## src/wd_params.svh

```systemverilog
/*
 * Constants of the window watchdog supervisor: SPI frame layout, the service
 * trigger register, window frames, filter and pulse times and the clock rate.
 * Assumes it is included by bare name from the package and the design modules.
 */
`ifndef WD_PARAMS_SVH
`define WD_PARAMS_SVH

// core clock
`define WD_CLK_HZ           50000000
`define WD_CYC_PER_MS       (`WD_CLK_HZ / 1000)
`define WD_CYC_PER_US       (`WD_CLK_HZ / 1000000)

// service trigger register and its key value
`define WD_TRIG_ADDR        7'h15
`define WD_TRIG_KEY         8'hFF

// spi frame: 7 address bits, write flag, 8 data bits, msb first
`define WD_SPI_FRAME_BITS   5'h10
`define WD_SPI_ADDR_MSB     15
`define WD_SPI_ADDR_LSB     9
`define WD_SPI_WRITE_BIT    8
`define WD_SPI_DATA_MSB     7

// window frames in ms, printed as minimum and maximum
`define WD_WIN_GND_MIN_MS   32
`define WD_WIN_GND_MAX_MS   48
`define WD_WIN_VCC_MIN_MS   480
`define WD_WIN_VCC_MAX_MS   720
`define WD_WIN_OPEN_MIN_MS  4800
`define WD_WIN_OPEN_MAX_MS  7200

// long initial window after entering an active mode
`define WD_INIT_WIN_MS      7200

// trigger glitch filter and watchdog reset pulse
`define WD_TRIG_FILTER_US   20
`define WD_RESET_PULSE_US   50

// strap capture waits for the synchronisers to fill
`define WD_STRAP_WAIT       2'h3

// synchronised pin vector positions
`define WD_PIN_SELECT       0
`define WD_PIN_WINDOW       1
`define WD_PIN_WIN_OPEN     2
`define WD_PIN_TRIGGER      3
`define WD_PIN_VCC_OK       4
`define WD_PIN_COUNT        5

`endif

```

## src/wd_pkg.sv

```systemverilog
/*
 * Types of the window watchdog supervisor: watchdog states and the packed
 * state records of the top module and the spi frame receiver.
 * Assumes wd_params.svh is on the include path.
 */
`include "wd_params.svh"

package wd_pkg;

	typedef enum logic [2:0] {
		st_idle,
		st_initial,
		st_closed,
		st_open,
		st_error
	} wd_state_e;

	typedef logic [31:0] cyc_t;

	typedef struct packed {
		logic [`WD_PIN_COUNT-1:0] sync1;
		logic [`WD_PIN_COUNT-1:0] sync2;
		logic [1:0]               strap_wait;
		logic                     strap_done;
		logic                     spi_mode;
		logic                     trig_level;
		logic [15:0]              filt_cnt;
		logic                     active_prev;
		wd_state_e                state;
		cyc_t                     cnt;
		logic                     wd_rst_b;
		logic                     proc_rst_b;
	} top_state_s;

	typedef struct packed {
		logic [15:0] shift;
		logic [4:0]  bits;
		logic        sck_prev;
		logic        cs_prev_b;
		logic        trigger;
	} spi_state_s;

endpackage

```

## src/wd_link_if.sv

```systemverilog
/*
 * Link between the supervisor core and its spi frame receiver: the
 * synchronised spi pins and the service trigger pulse.
 * Assumes both ends run on the same core clock.
 */
`timescale 1ns/10ps

interface wd_link_if;
	logic spi_en;   // spi control selected by the strap
	logic sck;      // synchronised spi clock
	logic sdi;      // synchronised serial data in
	logic cs_b;     // synchronised chip select
	logic trigger;  // one-cycle pulse: valid service write seen

	modport core
	(
		output spi_en,
		output sck,
		output sdi,
		output cs_b,
		input  trigger
	);

	modport rx
	(
		input  spi_en,
		input  sck,
		input  sdi,
		input  cs_b,
		output trigger
	);
endinterface

```

## src/wd_spi_rx.sv

```systemverilog
/*
 * Spi frame receiver: shifts in 16-bit frames on rising sck while chip
 * select is low and pulses trigger when a frame writes the key value to the
 * service trigger register.
 * Assumes pins arrive already synchronised to ref_clk and sck is well below
 * a quarter of ref_clk.
 */
`timescale 1ns/10ps

module wd_spi_rx
(
	input  wire logic ref_clk,
	input  wire logic rst_b,
	wd_link_if.rx     link
);
	import wd_pkg::*;

	spi_state_s s;
	spi_state_s next_s;
	logic       frame_ok;

	// frame decode on chip select release; partial or long frames are dropped
	always_comb
	begin
		next_s = s;
		next_s.trigger = 1'b0;
		next_s.sck_prev = link.sck;
		next_s.cs_prev_b = link.cs_b;
		frame_ok = (s.bits == `WD_SPI_FRAME_BITS)
			&& (s.shift[`WD_SPI_ADDR_MSB:`WD_SPI_ADDR_LSB] == `WD_TRIG_ADDR)
			&& s.shift[`WD_SPI_WRITE_BIT]
			&& (s.shift[`WD_SPI_DATA_MSB:0] == `WD_TRIG_KEY);
		if (!link.spi_en || link.cs_b)
		begin
			next_s.bits = 5'h00;
		end
		else if (link.sck && !s.sck_prev)
		begin
			next_s.shift = {s.shift[14:0], link.sdi};
			if (s.bits != 5'h1F)
			begin
				next_s.bits = s.bits + 5'h01;  // saturates so long frames stay invalid
			end
		end
		if (link.spi_en && link.cs_b && !s.cs_prev_b && frame_ok)
		begin
			next_s.trigger = 1'b1;
		end
	end

	// state register
	always_ff @(posedge ref_clk or negedge rst_b)
	begin
		if (!rst_b)
		begin
			s <= '{shift: 16'h0000, bits: 5'h00, sck_prev: 1'b0, cs_prev_b: 1'b1,
				trigger: 1'b0};
		end
		else
		begin
			s <= next_s;
		end
	end

	assign link.trigger = s.trigger;

endmodule

```

## src/window_watchdog_supervisor.sv

```systemverilog
/*
 * Window watchdog supervisor: strap capture of the control method, window
 * selection, trigger filtering, the window state machine and both reset
 * outputs. Spi frames are decoded by wd_spi_rx.
 * Assumes pins are asynchronous to ref_clk; active_mode, restart_mode and
 * reset_as_wd_event come from logic on ref_clk.
 */
// Functional notes
// - strap low at power-up selects pin control
// - strap high or open selects spi control
// - pin control: window from window-select strap
// - pin control: trigger pin activity services watchdog
// - watchdog error drives watchdog reset low
// - spi: writing FFh to 15h restarts timer
// - spi: processor reset may become watchdog output
// - long initial window on entering active modes
// - pin control: processor reset high when regulator good; held low here while restart_mode is set
// - window frames: 32-48 ms, 480-720 ms, 4.8-7.2 s
// - window split half closed, half open
// - either trigger edge restarts, glitches filtered
`timescale 1ns/10ps
`include "wd_params.svh"

module window_watchdog_supervisor
#(
	parameter wd_pkg::cyc_t WIN_GND_CYC  =
		((`WD_WIN_GND_MIN_MS + `WD_WIN_GND_MAX_MS) / 2) * `WD_CYC_PER_MS,
	parameter wd_pkg::cyc_t WIN_VCC_CYC  =
		((`WD_WIN_VCC_MIN_MS + `WD_WIN_VCC_MAX_MS) / 2) * `WD_CYC_PER_MS,
	parameter wd_pkg::cyc_t WIN_OPEN_CYC =
		((`WD_WIN_OPEN_MIN_MS + `WD_WIN_OPEN_MAX_MS) / 2) * `WD_CYC_PER_MS,
	parameter wd_pkg::cyc_t INIT_WIN_CYC = `WD_INIT_WIN_MS * `WD_CYC_PER_MS
)
(
	input  wire logic ref_clk,
	input  wire logic rst_b,
	input  wire logic control_select_pin,
	input  wire logic window_select_pin,
	input  wire logic window_select_open,
	input  wire logic service_trigger_pin,
	input  wire logic vcc_above_uv,
	input  wire logic active_mode,
	input  wire logic restart_mode,
	input  wire logic reset_as_wd_event,
	output logic      spi_mode,
	output logic      watchdog_reset_out_b,
	output logic      processor_reset_out_b
);
	import wd_pkg::*;

	localparam logic [15:0] FILTER_CYC   = 16'(`WD_TRIG_FILTER_US * `WD_CYC_PER_US);
	localparam cyc_t        PULSE_CYC    = cyc_t'(`WD_RESET_PULSE_US * `WD_CYC_PER_US);

	top_state_s s;
	top_state_s next_s;
	wd_link_if  link ();
	cyc_t       win_cyc;
	cyc_t       closed_cyc;
	cyc_t       open_cyc;
	logic       pin_event;
	logic       service;
	logic       active;
	wd_state_e  st;

	// spi pins share the strap and watchdog pins once spi control is chosen
	assign link.spi_en = s.strap_done && s.spi_mode;
	assign link.sck    = s.sync2[`WD_PIN_WINDOW];
	assign link.sdi    = s.sync2[`WD_PIN_TRIGGER];
	assign link.cs_b   = s.sync2[`WD_PIN_SELECT];

	wd_spi_rx u_spi_rx
	(
		.ref_clk (ref_clk),
		.rst_b   (rst_b),
		.link    (link)
	);

	// window length; spi control has no pin to read, so the middle frame is used
	always_comb
	begin
		if (s.spi_mode)
		begin
			win_cyc = WIN_VCC_CYC;
		end
		else if (s.sync2[`WD_PIN_WIN_OPEN])
		begin
			win_cyc = WIN_OPEN_CYC;
		end
		else if (s.sync2[`WD_PIN_WINDOW])
		begin
			win_cyc = WIN_VCC_CYC;
		end
		else
		begin
			win_cyc = WIN_GND_CYC;
		end
		closed_cyc = win_cyc >> 1;
		open_cyc   = win_cyc - closed_cyc;
	end

	// next state of the whole supervisor
	always_comb
	begin
		next_s = s;
		pin_event = 1'b0;
		next_s.sync1 = {vcc_above_uv, service_trigger_pin, window_select_open,
			window_select_pin, control_select_pin};
		next_s.sync2 = s.sync1;

		// strap is caught once, after the synchronisers hold real pin levels
		if (!s.strap_done)
		begin
			next_s.strap_wait = s.strap_wait + 2'h1;
			if (s.strap_wait == `WD_STRAP_WAIT)
			begin
				next_s.strap_done = 1'b1;
				next_s.spi_mode = s.sync2[`WD_PIN_SELECT];
				next_s.trig_level = s.sync2[`WD_PIN_TRIGGER];
			end
		end

		// trigger level must differ for the whole filter time to count
		if (s.strap_done && !s.spi_mode && (s.sync2[`WD_PIN_TRIGGER] != s.trig_level))
		begin
			if (s.filt_cnt >= FILTER_CYC - 16'h0001)
			begin
				next_s.filt_cnt = 16'h0000;
				next_s.trig_level = s.sync2[`WD_PIN_TRIGGER];
				pin_event = 1'b1;
			end
			else
			begin
				next_s.filt_cnt = s.filt_cnt + 16'h0001;
			end
		end
		else
		begin
			next_s.filt_cnt = 16'h0000;
		end

		service = s.strap_done && (s.spi_mode ? link.trigger : pin_event);
		active = s.strap_done && active_mode;
		next_s.active_prev = active;
		next_s.cnt = s.cnt + 32'h1;

		// window state machine; the host keeps triggers inside the open window
		unique case (s.state)
			st_idle:
			begin
				next_s.cnt = 32'h0;
				if (active && !s.active_prev)
				begin
					next_s.state = st_initial;
				end
			end
			st_initial:
			begin
				if (service)
				begin
					next_s.state = st_closed;
					next_s.cnt = 32'h0;
				end
				else if (s.cnt >= INIT_WIN_CYC - 32'h1)
				begin
					next_s.state = st_error;
					next_s.cnt = 32'h0;
				end
			end
			st_closed:
			begin
				if (service)
				begin
					next_s.state = st_error;
					next_s.cnt = 32'h0;
				end
				else if (s.cnt >= closed_cyc - 32'h1)
				begin
					next_s.state = st_open;
					next_s.cnt = 32'h0;
				end
			end
			st_open:
			begin
				if (service)
				begin
					next_s.state = st_closed;
					next_s.cnt = 32'h0;
				end
				else if (s.cnt >= open_cyc - 32'h1)
				begin
					next_s.state = st_error;
					next_s.cnt = 32'h0;
				end
			end
			st_error:
			begin
				// the reset processor restarts, so it gets the long window again
				if (s.cnt >= PULSE_CYC - 32'h1)
				begin
					next_s.state = st_initial;
					next_s.cnt = 32'h0;
				end
			end
		endcase
		if (!active)
		begin
			next_s.state = st_idle;
			next_s.cnt = 32'h0;
		end
		st = next_s.state;

		// reset outputs come from flip-flops
		next_s.wd_rst_b = (st != st_error);
		if (s.strap_done && s.spi_mode && reset_as_wd_event)
		begin
			next_s.proc_rst_b = next_s.wd_rst_b;
		end
		else
		begin
			next_s.proc_rst_b = s.sync2[`WD_PIN_VCC_OK] && !restart_mode;
		end
	end

	// state register
	always_ff @(posedge ref_clk or negedge rst_b)
	begin
		if (!rst_b)
		begin
			s <= '{sync1: '0, sync2: '0, strap_wait: 2'h0, strap_done: 1'b0,
				spi_mode: 1'b0, trig_level: 1'b0, filt_cnt: 16'h0000,
				active_prev: 1'b0, state: st_idle, cnt: 32'h0, wd_rst_b: 1'b1,
				proc_rst_b: 1'b0};
		end
		else
		begin
			s <= next_s;
		end
	end

	assign spi_mode              = s.spi_mode;
	assign watchdog_reset_out_b  = s.wd_rst_b;
	assign processor_reset_out_b = s.proc_rst_b;

endmodule

```

## config.mk

```make
export PLATFORM = sky130hd
export DESIGN_NAME = window_watchdog_supervisor
export DESIGN_NICKNAME = d
export VERILOG_FILES = /design/src/wd_pkg.sv /design/src/wd_link_if.sv /design/src/wd_spi_rx.sv /design/src/window_watchdog_supervisor.sv
export VERILOG_INCLUDE_DIRS = /design/src
export SDC_FILE = /design/constraint.sdc
export NUM_CORES = 1
export LEC_CHECK = 0
export BUFFER_PORTS_ARGS = -buffer_cell sky130_fd_sc_hd__buf_2
export CORE_ASPECT_RATIO = 1.25
export CORE_MARGIN = 10
export CORE_UTILIZATION = 60
export CTS_CLUSTER_DIAMETER = 30
export CTS_CLUSTER_SIZE = 28
export DETAILED_ROUTE_END_ITERATION = 10
export PLACE_DENSITY = 0.75
export SETUP_SLACK_MARGIN = 0.2
export SYNTH_ARGS = -nofsm -noshare
export SYNTH_HDL_FRONTEND = slang
export SYNTH_SLANG_ARGS = --single-unit
```

## constraint.sdc

```tcl
create_clock -name ref_clk -period 5.2 [get_ports ref_clk]
set_input_delay 0.52 -clock ref_clk [delete_from_list [all_inputs] [get_ports ref_clk]]
set_output_delay 0.52 -clock ref_clk [all_outputs]
set_load 0.02 [all_outputs]
```

======== Yosys cells after proc, flatten, opt, wreduce, memory -nomap -nowiden ========
Cells that the tools add are included.
word-level totals
  bits in registers ....................... 93
  input port bits ......................... 10
  word-level logic and storage cells ...... 97
cells by class
  add/subtract/negate cells ............... 7
  $lt $le $gt $ge ......................... 5
  equal/unequal tests ..................... 11
  muxes and demuxes ....................... 27
  bitwise logic cells ..................... 2
  reduce and logical (&&, ||, !) cells .... 28
operators with widths
  cell                     number
  $mux W35                 8
  $pmux W35 S5             1
  $ge A32 B32 Y1           2
  $add A32 B1 Y32 const B  1
  $ge A32 B12 Y1 const B   1
  $ge A32 B29 Y1 const B   1
  $mux W16                 2
  $mux W32                 1
  $sub A31 B1 Y32 const B  1
  $sub A32 B1 Y32 const B  1
  $sub A32 B31 Y32         1
  $mux W29                 1
  $mux W25                 1
  $add A16 B1 Y16 const B  1
  $ge A16 B10 Y1 const B   1
  $logic_and A1 B1 Y1      15
  $mux W5                  3
  $mux W3                  3
  $eq A8 B8 Y1 const B     1
  $eq A7 B5 Y1 const B     1
  $mux W1                  7
  $eq A3 B2 Y1 const B     2
  $logic_not A1 Y1         6
  $reduce_and A2 Y1        3
  13 further kinds         15

======== Logic depth before layout (Yosys ltp) ========
  depth in word-level cells ............... 12
  depth in mapped cells ................... 18
  depth with buffers taken out ............ 16

======== Modules after synthesis ========
A second synthesis with hierarchy kept.
unflattened totals
  cell total of the unflattened synthesis .. 502
  area, all modules ....................... 5072.4 um^2
modules (own cells, without submodules)
  module                      instances  cells each  area an instance (um^2)
  window_watchdog_supervisor  1          425         4037.6
  wd_spi_rx                   1          77          1034.7

======== Worst setup path before layout ========
Ideal clock, no wire load.
  path type ............................... reg-to-reg
  start ................................... reg s, in the netlist spi_mode
  end ..................................... reg s[30] (netlist name)
  library setup time ...................... 0.072 ns
  arrival ................................. 3.662 ns
  path slack .............................. 1.467 ns
  cell stages (with the launch flop) ...... 18
  path through ............................ dfrtp_1 clkbuf_1 nor2_1 inv_1 ha_1 or2_2 or2_2 ha_1 o21a_1 o21ai_0 and4b_1 nand3_1 o21a_1 nand2b_1 a311o_2 buf_6 buf_6 nor2_1
RTL lines
  what                    line                               text
  from (decl)             window_watchdog_supervisor.sv:54   top_state_s s;
  from (signal assigned)  window_watchdog_supervisor.sv:229  s <= '{sync1: '0, sync2: '0, strap_wait: 2'h0, strap_done: 1'b0,
  from (signal assigned)  window_watchdog_supervisor.sv:236  s <= next_s;

==> metrics <==
worst-path cell chain=nor2_1, inv_1, ha_1, or2_2, or2_2, ha_1, nor4bb_1, and3_1, nand2_1, a21oi_1, o21a_1, nand2b_1, a311o_2, nor2_1; Slew HR=0.5130; RSZ-0062 raised after global routing=no; Simple-Gate Fraction of Synth Area=0.1925; sequential share of power=0.546; Die ar.=~12000 sq um; postcts setup bufs=0; Switch Pwr=roughly 430 uW; Sinks on Clock Net=between 90 and 100; status=finished clean; Worst path max stage delay=about 550 ps; Synth Area in Compound Gates=0.07940; Synth cell types=a little over 50; Setup Crit Path Kind=flop to flop; Yosys reg bits=between 90 and 100; fraction of layout cells with a size suffix above 1=0.1167; setup TNS=0 ps; Leakage=between 0.002 and 0.0025 uW; sw frac=0.2943; Slew @ Worst Pin=730.4 ps; largest net degree at the start of global routing=between 60 and 70; Cell Area, Synth=4980 sq um; ys async rst share=1.000; Routed WL=9.615 mm; Overflow after GRT=0; total number of vias=around 3500; Worst path slowest cell=a311o_2; Hold WC Path Type=primary input to async pin; CTS tree=built; Cells after DPL=595; R2R cell count=14; Int Power=between 1000 and 1500 uW; Post-Synth Adder-Cell Area=0.1131; max cap viols=0; worst skew pair latency=~360 ps; Max FO, Critical Path=29; chip height=roughly 120 microns; CTS max path bufs=2; Finished Layout Cells=~610; DR vias/cell=slightly below 6; Comb pwr share=0.137; global-route wire length before repair=approximately 16 mm; Die Wd=approximately 100 microns; initial DRC count=approximately 190; HPWL Detailed=between 7 and 8 mm; peak supply drop=between 0.2 and 0.25 mV; Final nets=roughly 560; core area=between 8000 and 9000 sq um; final setup fails=0; # fillers=between 600 and 700; antenna viol nets, final=0; EDFF count, synth=0; max-slew violations=0; CP Data Required Time=between 5000 and 6000 ps; post-route DRC violation count=0; utilization after layout=0.6563; Synth Area in XOR/XNOR=0.07563; H-tree levels=3; vias in the first global route=3539; Fmax achieved=roughly 240 MHz; Fin. Hold Viols=0; synthesized instance count=485; PostCTS Resize Cnt=0; All-Layer GR Usage=0.1622; Clk pwr share=0.318; Area growth, synth to finish=7.387%; number of port buffers=12; Yosys Warn Count=0; Setup crit end kind=flop; Total Power=1460 uW; crit start category=flop; Num CTS Buffers=9; Avg Cell Area, Syn=about 10 sq um; crit path DAT=roughly 4300 ps; crit share post-route=0.7903; largest family of logic cells by synthesized area=simple AND/OR/NAND/NOR gates; commonest non-fill, non-tap cell in the layout=dfrtp_1; I/O pin count=13; Synth Flop Type=dfrtp_1; PD cells=between 200 and 300 nW/um^2; Pre-antenna DRT Iters=5; routed len/inst=approximately 16 microns; n_diodes=0; site row count=37; CTS clk-pin slew, worst paths=around 100 ps; commonest cells after routing, fill and taps aside=dfrtp_1, nor2_1, ha_1; cts hold-fix bufs=0; post-synthesis mux area share=0.04698; min Tclk post-route=4110 ps; Seq/Total Area, Yosys=0.4678; Hold Slack=around 87 ps; root buffer selected by CTS=clkbuf_8; Starting Density=0.6112; antenna violations before repair=0; Setup Skew=~11 ps; Placer Congestion=slightly below 0.9
kinds of logic (layout without fill, tap and decap cells):
kind of cell,count (synthesis),in the layout
xor gates and xnor gates,43,43
DFF,93,93
other,1,10
and+or+nand+nor,194,194
adders and majority gates,45,45
muxes,21,21
buffers and inverters,27,47
AOI/OAI and AO/OA,61,61
final timing paths:
kind	end	from	slack, ps
hold reg to reg	link.sck	next_s[60]	360
setup reg to reg	s[5]	spi_mode	1090
hold / removal	s[9]	rst_b	90
min in group ref_clk	next_s[62]	service_trigger_pin	260
setup / recovery	s[5]	spi_mode	1090
max in group asynchronous	u_spi_rx.s[10]	rst_b	4030
stage by stage:
step	area [sq um]	setup slack, ps
6_report	5348	1090
5_1_grt	5348	749.5
4_1_cts	5348	1096
3_5_place_dp	5157	1107
3_3_place_gp	5157	1301
2_1_floorplan	5014	1467
sequential cells by signal, indices dropped and copies added (netlist names):
| name | flops |
|---|---|
| spi_mode | 1 |
| u_spi_rx.s | 23 |
| link.cs_b | 1 |
| processor_reset_out_b | 1 |
| link.sdi | 1 |
| u_spi_rx.link.trigger | 1 |
| link.sck | 1 |
| watchdog_reset_out_b | 1 |
| s | 58 |
| next_s | 5 |
layout make-up:
type | count | area, sq um | share of cell area
inverter | 17 | 63.81 | 0.01193
clock inverter | 7 | 66.31 | 0.01240
sequential | 93 | 2330 | 0.4357
multi-input combinational | 374 | 2565 | 0.4796
timing repair buffer | 14 | 77.57 | 0.01451
clock buffer | 9 | 123.9 | 0.02316
tap | 97 | 121.4 | 0.02270
metal layers:
layer | wire (microns) | GRT usage | share of wire
met1 | 4144 | 0.1952 | 0.43
met2 | 4846 | 0.2731 | 0.50
met3 | 326 | 0.03794 | 0.034
met4 | 298 | 0.06370 | 0.031
met5 | 0 | 0 | 0
worst max-delay path, delay by kind of cell (launching register included):
kind / cells / cell delay [ps]
compound gates: 3 / 860
fa+ha+maj: 2 / 570
buf+inv: 1 / 250
flops: 1 / 490
simple gates: 8 / 1790
power by group through the flow:
stage          Clock [uW]  Sequential [uW]  Combinational (uW)
5_1_grt               502              803                 225
3_3_place_gp            0              809                 196
6_report              464              797                 200
2_1_floorplan           0              800                 155
3_5_place_dp            0              810                 199
4_1_cts               474              796                 201
cells in the mapped netlist (3+ instances only):
library cell	n	area (sq um)
or2_2	6	37.54
inv_1	17	63.81
o21bai_1	3	22.52
and4_1	3	26.28
dfrtp_1	91	2277
xnor2_1	21	183.9
nand2_1	31	116.4
nand3_1	20	100.1
nor3_1	8	40.04
ha_1	45	563.0
a31oi_1	3	18.77
nor2_1	72	270.3
nor2b_1	5	31.28
nand2b_1	3	18.77
nor4_1	6	37.54
clkbuf_1	6	22.52
xor2_1	22	192.7
or3_1	3	18.77
or4_1	3	22.52
mux2_2	19	214.0
o21ai_0	9	45.04
a21oi_1	22	110.1
a211oi_1	3	22.52
a211o_1	3	26.28
nand4_1	12	75.07
and3_1	12	75.07
No activity file was read; power rests on OpenSTA's default activity.
